==> src/core/mdaw_pkg.sv <==
// Summary of operation
// - on seeing the local request the core asserts PCI reqn
// - with gntn asserted and bus idle the core asserts local grant
// - request and grant both seen last cycle: state Address Loading, latch inputs
// - after Address Loading core asserts framen; local master drops its request
// - low address phase drives low address and DAC command, state stays loading
// - low address phase loads the remaining-burst counter with burst length
// - reqn released when framen was asserted and local request already withdrawn
// - high address phase drives upper address and command, state Bus Transaction
// - with ready before first data phase, first word taken under transfer strobe
// - first data phase keeps framen, asserts irdyn, drops strobe when not taking
// - phase completes with irdyn and trdyn low; counter then decrements
// - after target accepts a word the next buffered word goes onto ad/cben
// - irdyn stays asserted when local ready was asserted the previous cycle; core holds it only while a word waits on ad, so it drops after zero-wait fifo words
// - ready and trdyn both low last cycle: strobe asserted to take next word; core ignores trdyn, strobes on ready while fifo room and words remain
// - framen stays asserted while words remain in the burst
// - final data phase deasserts framen and drops the transfer strobe
// - turnaround after last phase: state Bus Termination, normal termination reported
package mdaw_pkg;
  localparam int DATA_W    = 32;
  localparam int BE_W      = 4;
  localparam int LEN_W     = 16;
  localparam int FIFO_DEPTH = 8;
  // local state codes seen by the local master
  localparam logic [3:0] ST_IDLE     = 4'h0;
  localparam logic [3:0] ST_ADDR_LOAD = 4'h1;
  localparam logic [3:0] ST_BUS_XACT = 4'h2;
  localparam logic [3:0] ST_BUS_TERM = 4'h3;
  // termination reasons
  localparam logic [1:0] TERM_NONE   = 2'h0;
  localparam logic [1:0] TERM_NORMAL = 2'h1;
  localparam logic [LEN_W-1:0] LEN_RESET = 16'h0000;
  typedef enum {S_IDLE, S_REQ, S_GRANT, S_LOAD, S_ADDR_LO, S_ADDR_HI,
                S_DATA, S_TURN} mdaw_state_type;
endpackage

==> src/core/mdaw_fifo.sv <==
`timescale 1ns/100ps
`default_nettype none
// first-word-fall-through fifo; output stage is a register so memory
// latency shows as one idle cycle of out_valid after each pop
module mdaw_fifo #(
  parameter int WIDTH = 36,
  parameter int DEPTH = 8
) (
  input  wire logic             clk,
  input  wire logic             rst_n,
  input  wire logic             in_valid,
  output var  logic             in_ready,
  input  wire logic [WIDTH-1:0] in_data,
  output var  logic             out_valid,
  input  wire logic             out_ready,
  output var  logic [WIDTH-1:0] out_data
);
  localparam int AW = $clog2(DEPTH);
  logic [AW:0]      wptr;
  logic [AW:0]      rptr;
  logic [WIDTH-1:0] rdata;
  logic             pend;
  wire  [AW:0]      fill  = wptr - rptr;
  wire              full  = (fill == (AW+1)'(DEPTH));
  wire              empty = (fill == '0);
  wire              push  = in_valid && !full;
  wire              pop_o = out_valid && out_ready;
  wire              fetch = !empty && !pend && (!out_valid || pop_o);
  assign in_ready = !full;
  mdaw_fifo_mem #(.WIDTH(WIDTH), .DEPTH(DEPTH), .AW(AW)) u_mem (
    .clk   (clk),
    .we    (push),
    .waddr (wptr[AW-1:0]),
    .wdata (in_data),
    .raddr (rptr[AW-1:0]),
    .rdata (rdata)
  );
  // pointers and output register; a fetch waits one cycle for memory
  always_ff @(posedge clk) begin
    if (!rst_n) begin
      wptr      <= '0;
      rptr      <= '0;
      pend      <= 1'b0;
      out_valid <= 1'b0;
      out_data  <= '0;
    end else begin
      if (push) begin
        wptr <= wptr + 1'b1;
      end
      pend <= fetch;
      if (fetch) begin
        rptr <= rptr + 1'b1;
      end
      if (pend) begin
        out_valid <= 1'b1;
        out_data  <= rdata;
      end else if (pop_o) begin
        out_valid <= 1'b0;
      end
    end
  end
endmodule
`default_nettype wire

==> src/core/mdaw_fifo_mem.sv <==
`timescale 1ns/100ps
`default_nettype none
// small word store, registered read data
module mdaw_fifo_mem #(
  parameter int WIDTH = 36,
  parameter int DEPTH = 8,
  parameter int AW    = 3
) (
  input  wire logic             clk,
  input  wire logic             we,
  input  wire logic [AW-1:0]    waddr,
  input  wire logic [WIDTH-1:0] wdata,
  input  wire logic [AW-1:0]    raddr,
  output var  logic [WIDTH-1:0] rdata
);
  logic [WIDTH-1:0] mem [DEPTH];
  // write and registered read
  always_ff @(posedge clk) begin
    if (we) begin
      mem[waddr] <= wdata;
    end
    rdata <= mem[raddr];
  end
endmodule
`default_nettype wire

==> src/core/mdaw_master.sv <==
`timescale 1ns/100ps
`default_nettype none
// local master sequencer for a dual address burst write on the PCI bus
module mdaw_master (
  input  wire logic        SYS_CLK,
  input  wire logic        RESET_N,
  // local master side
  input  wire logic        LOCAL_REQ_32BIT_N,
  output var  logic        LOCAL_GRANT_N,
  input  wire logic [31:0] L_AD_IN,
  input  wire logic [3:0]  LOCAL_CMD_BYTE_EN_IN,
  input  wire logic [15:0] LOCAL_BURST_LENGTH,
  input  wire logic        LOCAL_READY_N,
  output var  logic        LOCAL_XFER_STROBE_N,
  output var  logic [3:0]  LOCAL_MASTER_STATE,
  output var  logic [1:0]  LOCAL_TERM_REASON,
  output var  logic [15:0] LOCAL_BURST_REMAINING,
  // pci side
  output var  logic        REQ_N,
  input  wire logic        GNT_N,
  input  wire logic        FRAME_N_IN,
  input  wire logic        IRDY_N_IN,
  input  wire logic        TRDY_N,
  output var  logic        FRAME_N_OUT,
  output var  logic        FRAME_N_OE,
  output var  logic        IRDY_N_OUT,
  output var  logic        IRDY_N_OE,
  output var  logic [31:0] AD_OUT,
  output var  logic        AD_OE,
  output var  logic [3:0]  CBE_N_OUT,
  output var  logic        CBE_N_OE
);
  // bus pins share SYS_CLK, so they are sampled directly; a
  // synchroniser would report completed data phases cycles late
  wire gnt_q  = GNT_N;
  wire frm_q  = FRAME_N_IN;
  wire irdy_q = IRDY_N_IN;
  wire trdy_q = TRDY_N;

  // asserted means low on every _n signal
  wire gnt_on   = !gnt_q;
  wire trdy_on  = !trdy_q;
  wire bus_idle = frm_q && irdy_q;
  wire req_on   = !LOCAL_REQ_32BIT_N;
  wire rdy_on   = !LOCAL_READY_N;

  mdaw_pkg::mdaw_state_type state;
  mdaw_pkg::mdaw_state_type next_state;
  logic [31:0]  addr_lo;
  logic [3:0]   cmd;
  logic [15:0]  len;
  logic         req_q;
  logic         frm_prev;
  logic [15:0]  remain;
  logic [15:0]  taken;
  logic [3:0]   in_fifo;

  // data fifo between local inputs and the bus
  logic         f_in_ready;
  logic         f_out_valid;
  logic [35:0]  f_out_data;
  wire          data_phase = (state == mdaw_pkg::S_DATA);
  wire          phase_done = data_phase && !IRDY_N_OUT && trdy_on;
  wire          last_phase = phase_done && (remain == 16'h0001);
  wire [15:0]   remain_next = remain - {15'h0000, phase_done};
  // strobe low: the word on the local inputs is taken at this edge
  wire          take_now = !LOCAL_XFER_STROBE_N;
  // ad is free when empty or when its word completes now
  wire          ad_free  = IRDY_N_OUT || phase_done;
  wire          to_bus   = (next_state == mdaw_pkg::S_DATA) && ad_free;
  wire          pop_word = to_bus && f_out_valid;
  // an empty fifo is skipped so the first word meets the first data phase
  wire          bypass   = to_bus && !f_out_valid && take_now &&
                           (in_fifo == 4'h0);
  wire          push     = take_now && !bypass;
  wire          irdy_next = pop_word || bypass ||
                            (!IRDY_N_OUT && !phase_done);
  wire [3:0]    in_fifo_next = in_fifo + {3'h0, push} - {3'h0, pop_word};
  wire [15:0]   taken_next = taken + {15'h0000, take_now};
  wire          xfer_window = (next_state == mdaw_pkg::S_ADDR_HI) ||
                              (next_state == mdaw_pkg::S_DATA);
  // counting fifo words keeps a strobed word from meeting a full fifo
  wire          next_take = xfer_window && rdy_on && f_in_ready &&
                            (in_fifo_next < 4'h8) && (taken_next < len);

  mdaw_fifo #(.WIDTH(36), .DEPTH(mdaw_pkg::FIFO_DEPTH)) u_fifo (
    .clk       (SYS_CLK),
    .rst_n     (RESET_N),
    .in_valid  (push),
    .in_ready  (f_in_ready),
    .in_data   ({LOCAL_CMD_BYTE_EN_IN, L_AD_IN}),
    .out_valid (f_out_valid),
    .out_ready (pop_word),
    .out_data  (f_out_data)
  );

  // next state decode
  always_comb begin
    next_state = state;
    case (state)
      mdaw_pkg::S_IDLE: begin
        if (req_on) next_state = mdaw_pkg::S_REQ;
      end
      mdaw_pkg::S_REQ: begin
        if (gnt_on && bus_idle) next_state = mdaw_pkg::S_GRANT;
      end
      mdaw_pkg::S_GRANT: begin
        if (req_on && !LOCAL_GRANT_N) next_state = mdaw_pkg::S_LOAD;
      end
      mdaw_pkg::S_LOAD: begin
        next_state = mdaw_pkg::S_ADDR_LO;
      end
      mdaw_pkg::S_ADDR_LO: begin
        next_state = mdaw_pkg::S_ADDR_HI;
      end
      mdaw_pkg::S_ADDR_HI: begin
        next_state = mdaw_pkg::S_DATA;
      end
      mdaw_pkg::S_DATA: begin
        if (last_phase) next_state = mdaw_pkg::S_TURN;
      end
      mdaw_pkg::S_TURN: begin
        next_state = mdaw_pkg::S_IDLE;
      end
      default: begin
        next_state = mdaw_pkg::S_IDLE;
      end
    endcase
  end

  // state register and delayed samples
  always_ff @(posedge SYS_CLK) begin
    if (!RESET_N) begin
      state     <= mdaw_pkg::S_IDLE;
      req_q     <= 1'b0;
      frm_prev  <= 1'b0;
    end else begin
      state     <= next_state;
      req_q     <= req_on;
      frm_prev  <= !FRAME_N_OUT;
    end
  end

  // latch address, command and burst length at load
  always_ff @(posedge SYS_CLK) begin
    if (!RESET_N) begin
      addr_lo <= 32'h0000_0000;
      cmd     <= 4'h0;
      len     <= mdaw_pkg::LEN_RESET;
    end else if (state == mdaw_pkg::S_GRANT && next_state == mdaw_pkg::S_LOAD) begin
      addr_lo <= L_AD_IN;
      cmd     <= LOCAL_CMD_BYTE_EN_IN;
      len     <= LOCAL_BURST_LENGTH;
    end
  end

  // arbitration: request on local request, release once frame seen
  // after the local request was withdrawn
  always_ff @(posedge SYS_CLK) begin
    if (!RESET_N) begin
      REQ_N         <= 1'b1;
      LOCAL_GRANT_N <= 1'b1;
    end else begin
      if (state == mdaw_pkg::S_IDLE && req_on) begin
        REQ_N <= 1'b0;
      end else if (frm_prev && !req_q && !REQ_N) begin
        REQ_N <= 1'b1;
      end
      // grant only with gntn and an idle bus
      LOCAL_GRANT_N <= !(next_state == mdaw_pkg::S_GRANT);
    end
  end

  // remaining count: load in low address phase, decrement per phase
  always_ff @(posedge SYS_CLK) begin
    if (!RESET_N) begin
      remain <= mdaw_pkg::LEN_RESET;
    end else if (state == mdaw_pkg::S_LOAD) begin
      remain <= len;
    end else if (phase_done && remain != 16'h0000) begin
      remain <= remain - 16'h0001;
    end
  end

  // words strobed so far and words waiting in the fifo
  always_ff @(posedge SYS_CLK) begin
    if (!RESET_N) begin
      taken   <= 16'h0000;
      in_fifo <= 4'h0;
    end else if (state == mdaw_pkg::S_LOAD) begin
      taken   <= 16'h0000;
      in_fifo <= 4'h0;
    end else begin
      taken   <= taken_next;
      in_fifo <= in_fifo_next;
    end
  end

  // pci drive: frame, irdy, ad and cbe
  always_ff @(posedge SYS_CLK) begin
    if (!RESET_N) begin
      FRAME_N_OUT <= 1'b1;
      FRAME_N_OE  <= 1'b0;
      IRDY_N_OUT  <= 1'b1;
      IRDY_N_OE   <= 1'b0;
      AD_OUT      <= 32'h0000_0000;
      AD_OE       <= 1'b0;
      CBE_N_OUT   <= 4'hf;
      CBE_N_OE    <= 1'b0;
    end else begin
      case (next_state)
        mdaw_pkg::S_ADDR_LO: begin
          FRAME_N_OUT <= 1'b0;
          FRAME_N_OE  <= 1'b1;
          AD_OUT      <= addr_lo;
          AD_OE       <= 1'b1;
          CBE_N_OUT   <= cmd;
          CBE_N_OE    <= 1'b1;
        end
        mdaw_pkg::S_ADDR_HI: begin
          AD_OUT    <= L_AD_IN;
          CBE_N_OUT <= cmd;
        end
        mdaw_pkg::S_DATA: begin
          // words remain: keep frame; it rises with the last word
          FRAME_N_OUT <= (remain_next == 16'h0001) &&
                         irdy_next;
          IRDY_N_OE   <= 1'b1;
          // irdy held while a word waits on ad
          IRDY_N_OUT  <= !irdy_next;
          if (pop_word) begin
            AD_OUT    <= f_out_data[31:0];
            CBE_N_OUT <= f_out_data[35:32];
          end else if (bypass) begin
            AD_OUT    <= L_AD_IN;
            CBE_N_OUT <= LOCAL_CMD_BYTE_EN_IN;
          end
        end
        mdaw_pkg::S_TURN: begin
          // release frame, ad and cbe; irdy driven high one cycle
          FRAME_N_OUT <= 1'b1;
          FRAME_N_OE  <= 1'b0;
          AD_OE       <= 1'b0;
          CBE_N_OE    <= 1'b0;
          IRDY_N_OUT  <= 1'b1;
        end
        default: begin
          FRAME_N_OUT <= 1'b1;
          FRAME_N_OE  <= 1'b0;
          IRDY_N_OUT  <= 1'b1;
          IRDY_N_OE   <= 1'b0;
          AD_OE       <= 1'b0;
          CBE_N_OE    <= 1'b0;
        end
      endcase
    end
  end

  // local status, strobe and counter copy
  always_ff @(posedge SYS_CLK) begin
    if (!RESET_N) begin
      LOCAL_MASTER_STATE    <= mdaw_pkg::ST_IDLE;
      LOCAL_TERM_REASON     <= mdaw_pkg::TERM_NONE;
      LOCAL_XFER_STROBE_N   <= 1'b1;
      LOCAL_BURST_REMAINING <= mdaw_pkg::LEN_RESET;
    end else begin
      LOCAL_BURST_REMAINING <= remain;
      // strobe marks words taken from the local inputs; already high by the last phase
      // strobe for the coming cycle, none past the burst length
      LOCAL_XFER_STROBE_N <= !next_take;
      case (next_state)
        mdaw_pkg::S_LOAD, mdaw_pkg::S_ADDR_LO: begin
          LOCAL_MASTER_STATE <= mdaw_pkg::ST_ADDR_LOAD;
          LOCAL_TERM_REASON  <= mdaw_pkg::TERM_NONE;
        end
        mdaw_pkg::S_ADDR_HI, mdaw_pkg::S_DATA: begin
          LOCAL_MASTER_STATE <= mdaw_pkg::ST_BUS_XACT;
        end
        mdaw_pkg::S_TURN: begin
          LOCAL_MASTER_STATE <= mdaw_pkg::ST_BUS_TERM;
          LOCAL_TERM_REASON  <= mdaw_pkg::TERM_NORMAL;
        end
        default: begin
          LOCAL_MASTER_STATE <= mdaw_pkg::ST_IDLE;
        end
      endcase
    end
  end
endmodule
`default_nettype wire

==> config.mk <==
export PLATFORM = sky130hd
export DESIGN_NAME = mdaw_master
export DESIGN_NICKNAME = d
export VERILOG_FILES = /design/src/core/mdaw_pkg.sv /design/src/core/mdaw_fifo.sv /design/src/core/mdaw_fifo_mem.sv /design/src/core/mdaw_master.sv
export SDC_FILE = /design/constraint.sdc
export NUM_CORES = 1
export LEC_CHECK = 0
export ABC_AREA = 1
export ABC_CLOCK_PERIOD_IN_PS = 6250
export BUFFER_PORTS_ARGS = -buffer_cell sky130_fd_sc_hd__buf_2
export CAP_MARGIN = 40
export CORE_MARGIN = 5
export CORE_UTILIZATION = 45
export DETAILED_ROUTE_END_ITERATION = 12
export GPL_ROUTABILITY_DRIVEN = 0
export PLACE_DENSITY = 0.72
export SLEW_MARGIN = 20
export SYNTH_ARGS = -nofsm -noshare
export SYNTH_HDL_FRONTEND = slang
export SYNTH_SLANG_ARGS = --single-unit
==> constraint.sdc <==
create_clock -name SYS_CLK -period 6.25 [get_ports SYS_CLK]
set_input_delay 1.25 -clock SYS_CLK [delete_from_list [all_inputs] [get_ports SYS_CLK]]
set_output_delay 1.25 -clock SYS_CLK [all_outputs]
set_load 0.03 [all_outputs]
==> results.json <==
{
  "yosysSeqAreaShare": 0.618,
  "yosys_register_bits": 554,
  "outcome": "finished clean",
  "fillerInstances": 4469,
  "period_share": 0.728,
  "synth.lib_cells_used.distinct": 45,
  "cts_buffer_depth": 3,
  "ys_async_sr_fraction": 0,
  "cts_hold_buffers": 0,
  "clock-skew-final_ns": 0.0138,
  "io_pins": 127,
  "synth-simple-area-share": 0.186,
  "nets": 2630,
  "insertion_delay_ns": 0.60,
  "slew_viol_final": 0,
  "synth_top_area_frac": 0.383,
  "path_clk_slew_ns": 0.06,
  "final_cell_count_no_fill": 3257,
  "root_buffer": "clkbuf_16",
  "coreArea_mm2": 0.0500,
  "rows": 82,
  "layout-drive-gt1-share": 0.113,
  "critical_path_class": "reg2reg",
  "endpoint_kind": "flop",
  "overflow": 0,
  "final_area_mm2": 0.0261,
  "grt_usage": 0.206,
  "grt_max_degree": 78,
  "synth_mux_area_frac": 0,
  "grt_pass1_vias": 17189,
  "required_ns": 6.52,
  "postCtsResizedCells": 0,
  "tritoncts": "built",
  "synthCells": 2426,
  "cts.sinks": 554,
  "placed_cell_area_mm2": 0.0240,
  "die_area_mm2": 0.0548,
  "drc_errors": 0,
  "area_delta_synth_final_pct": 15.3,
  "leakage_nw": 10.4,
  "post-place-ws_ns": 1.58,
  "hp-class": "reg2reg",
  "path_max_fanout": 43,
  "layout_setup_ws_ns": 1.70,
  "dpl.cell_count": 3147,
  "setup_viol": 0,
  "seqCellArea_mm2": 0.0140,
  "path_buf_inv": 3,
  "period_minus_slack_ns": 4.55,
  "p_per_area_mw_per_mm2": 351,
  "hold_slack_ns": 0.454,
  "holdPathStages": 2,
  "cp_slowest_cell": "nor2_4",
  "tightest_slew_ns": 0.853,
  "synth_top_family_by_area": "simple AND/OR/NAND/NOR gates",
  "drv_cap": 0,
  "hold_viol_final": 0,
  "synthTopCellsByArea": "edfxtp_1 (38%), dfxtp_1 (24%), nor2_1 (10%)",
  "critical-path-top-delay-family": "simple AND/OR/NAND/NOR gates",
  "antenna_found_initial": 2,
  "path_cells": "nor2_1, nand2_1, nor2_1, nand2_2, inv_2, nand2_4, inv_2, nor2_2, nand2_2, nand3_4, nor2_4, nand2_1, nand4_1, nor2_4, buf_4",
  "fmax_ghz": 0.220,
  "wl_um": 57200,
  "synth_ff_type": "edfxtp_1",
  "synth_edf_count": 288,
  "firstDrtPassIters": 5,
  "place_hpwl_um": 35000,
  "avgViaCountPerCell": 5.34,
  "cp.arrival_ns": 4.82,
  "portBuffers": 123,
  "synth_warnings": 0,
  "postLayoutCoreUtil": 0.522,
  "rsz0062_at_grt": "false",
  "slew_headroom": 0.430,
  "grt_pass1_wl_um": 90600,
  "avgSynthCellArea_um2": 9.32,
  "die_w_um": 234,
  "synth_compound_area_frac": 0.107,
  "synth_fa_ha_area_frac": 0.0186,
  "numCtsBuffers": 55,
  "r2r_cells": 15,
  "netlist.top_cell.by_area": "edfxtp_1",
  "synth_area_mm2": 0.0226,
  "initialDrtViolationCount": 1600,
  "vias": 17383,
  "h-tree-depth": 2,
  "start_util": 0.452,
  "total_power_mw": 9.14,
  "antenna_left": 0,
  "finalSetupTns_ns": 0,
  "fp.dieH_um": 234,
  "multi_input_area_mm2": 0.00747,
  "synth_xor_area_frac": 0.0109,
  "crit_path_max_incr_delay_ns": 0.73,
  "wl_per_cell_um": 17.6,
  "critical_path_cell_count": 15,
  "post-cts-setup-buffer-count": 0,
  "peakVddDrop_v": 0.000220,
  "startpoint_type": "flop"
}
## Yosys cell counts, drive strengths merged, types with 4 or more instances
cell and count:
edfxtp 288, a21oi 47, o21ai 256, clkbuf 96, buf 40, nor2 632, o221ai 4, dfxtp 266
nand4 5, nand3 107, nor3 20, o211ai 4, nand2 270, inv 195, o31ai 34, xnor2 9
a31oi 43, xor2 19, o22ai 38, ha 32
## layer usage
metal  up-vias  global-route usage  wire, um
met2       707               0.351     27500
met4         2              0.0699      1600
met5         -                   0        13
li1       8273                   -         -
met3       112              0.0378      4360
met1      8289               0.267     23700
## flip-flops by register name, summed over array words and instances, names as in the netlist, 2 cells and up
| register | flops |
|---|---|
| AD_OUT | 32 |
| CBE_N_OUT | 4 |
| LOCAL_BURST_REMAINING | 16 |
| LOCAL_MASTER_STATE | 2 |
| addr_lo | 32 |
| cmd | 4 |
| in_fifo | 4 |
| len | 16 |
| remain | 16 |
| state | 32 |
| taken | 16 |
| u_fifo.out_data | 36 |
| u_fifo.rptr | 4 |
| u_fifo.u_mem.mem | 288 |
| u_fifo.u_mem.rdata | 36 |
| u_fifo.wptr | 4 |
## cell families (layout without fill, tap and decap cells)
| kind of cell | after synthesis | in the layout |
|---|---|---|
| xor gates and xnor gates | 28 | 28 |
| AOI/OAI and AO/OA | 435 | 435 |
| buffers and inverters | 334 | 461 |
| DFF | 554 | 554 |
| adders and majority gates | 33 | 33 |
| other | 1 | 33 |
| and+or+nand+nor | 1041 | 1041 |
## worst register-to-register path: stages (launching register included)
cell and delay (ns):
dfxtp_1 0.31, nor2_1 0.04, nand2_1 0.06, nor2_1 0.04
nand2_2 0.11, inv_2 0.10, nand2_4 0.35, inv_2 0.39
nor2_2 0.35, nand2_2 0.12, nand3_4 0.45, nor2_4 0.12
nand2_1 0.19, nand4_1 0.40, nor2_4 0.73, buf_4 0.44
## final timing paths
path / from / slack [ns] / end
setup reg to reg: state[31]$_SDFF_PN0_ / 1.70 / u_fifo.u_mem.mem[2][19]$_DFFE_PP_
hold / removal: cmd[1]$_SDFFE_PN0P_ / 0.45 / cmd[1]$_SDFFE_PN0P_
hold reg to reg: cmd[1]$_SDFFE_PN0P_ / 0.45 / cmd[1]$_SDFFE_PN0P_
setup / recovery: state[31]$_SDFF_PN0_ / 1.70 / u_fifo.u_mem.mem[2][19]$_DFFE_PP_
## cell usage in the layout, fill, tap and decap left out, types with 4 or more instances in the layout
cell | Yosys | routed
a21oi_1 | 47 | 47
o21ai_0 | 253 | 253
xor2_1 | 19 | 19
nand3_1 | 104 | 103
ha_1 | 32 | 32
o211ai_1 | 4 | 4
nor2_1 | 623 | 619
clkinv_1 | 3 | 8
nor3_1 | 19 | 15
conb_1 | 1 | 32
nand4_1 | 5 | 5
bufinv_16 | 0 | 12
inv_1 | 185 | 183
inv_2 | 10 | 11
buf_2 | 12 | 122
a31oi_1 | 43 | 43
clkinv_2 | 0 | 9
inv_6 | 0 | 4
clkbuf_16 | 0 | 55
buf_4 | 12 | 25
o221ai_1 | 4 | 4
nor2_4 | 3 | 8
nor3_2 | 0 | 4
o22ai_1 | 38 | 38
xnor2_1 | 9 | 9
nand2_1 | 264 | 264
buf_16 | 0 | 6
buf_12 | 0 | 5
dfxtp_1 | 266 | 264
nor2_2 | 6 | 5
clkbuf_1 | 96 | 11
o31ai_1 | 34 | 34
edfxtp_1 | 288 | 288
## final cells by class
| type | count | share of cell area |
|---|---|---|
| Antenna cell | 1 | 0.0000960 |
| Clock buffer | 69 | 0.0560 |
| Clock inverter | 35 | 0.0190 |
| Inverter | 198 | 0.0286 |
| Multi-Input combinational cell | 1569 | 0.287 |
| Sequential cell | 554 | 0.536 |
| Tap cell | 672 | 0.0323 |
| Timing Repair Buffer | 159 | 0.0414 |
## power breakdown
group | internal (mW) | total [mW] | leakage, nW | switching [mW]
clock | 2.15 | 3.55 | 0.944 | 1.40
sequential | 4.06 | 4.19 | 4.76 | 0.128
combinational | 0.447 | 1.40 | 4.69 | 0.954
No activity file was read; power rests on OpenSTA's default activity.
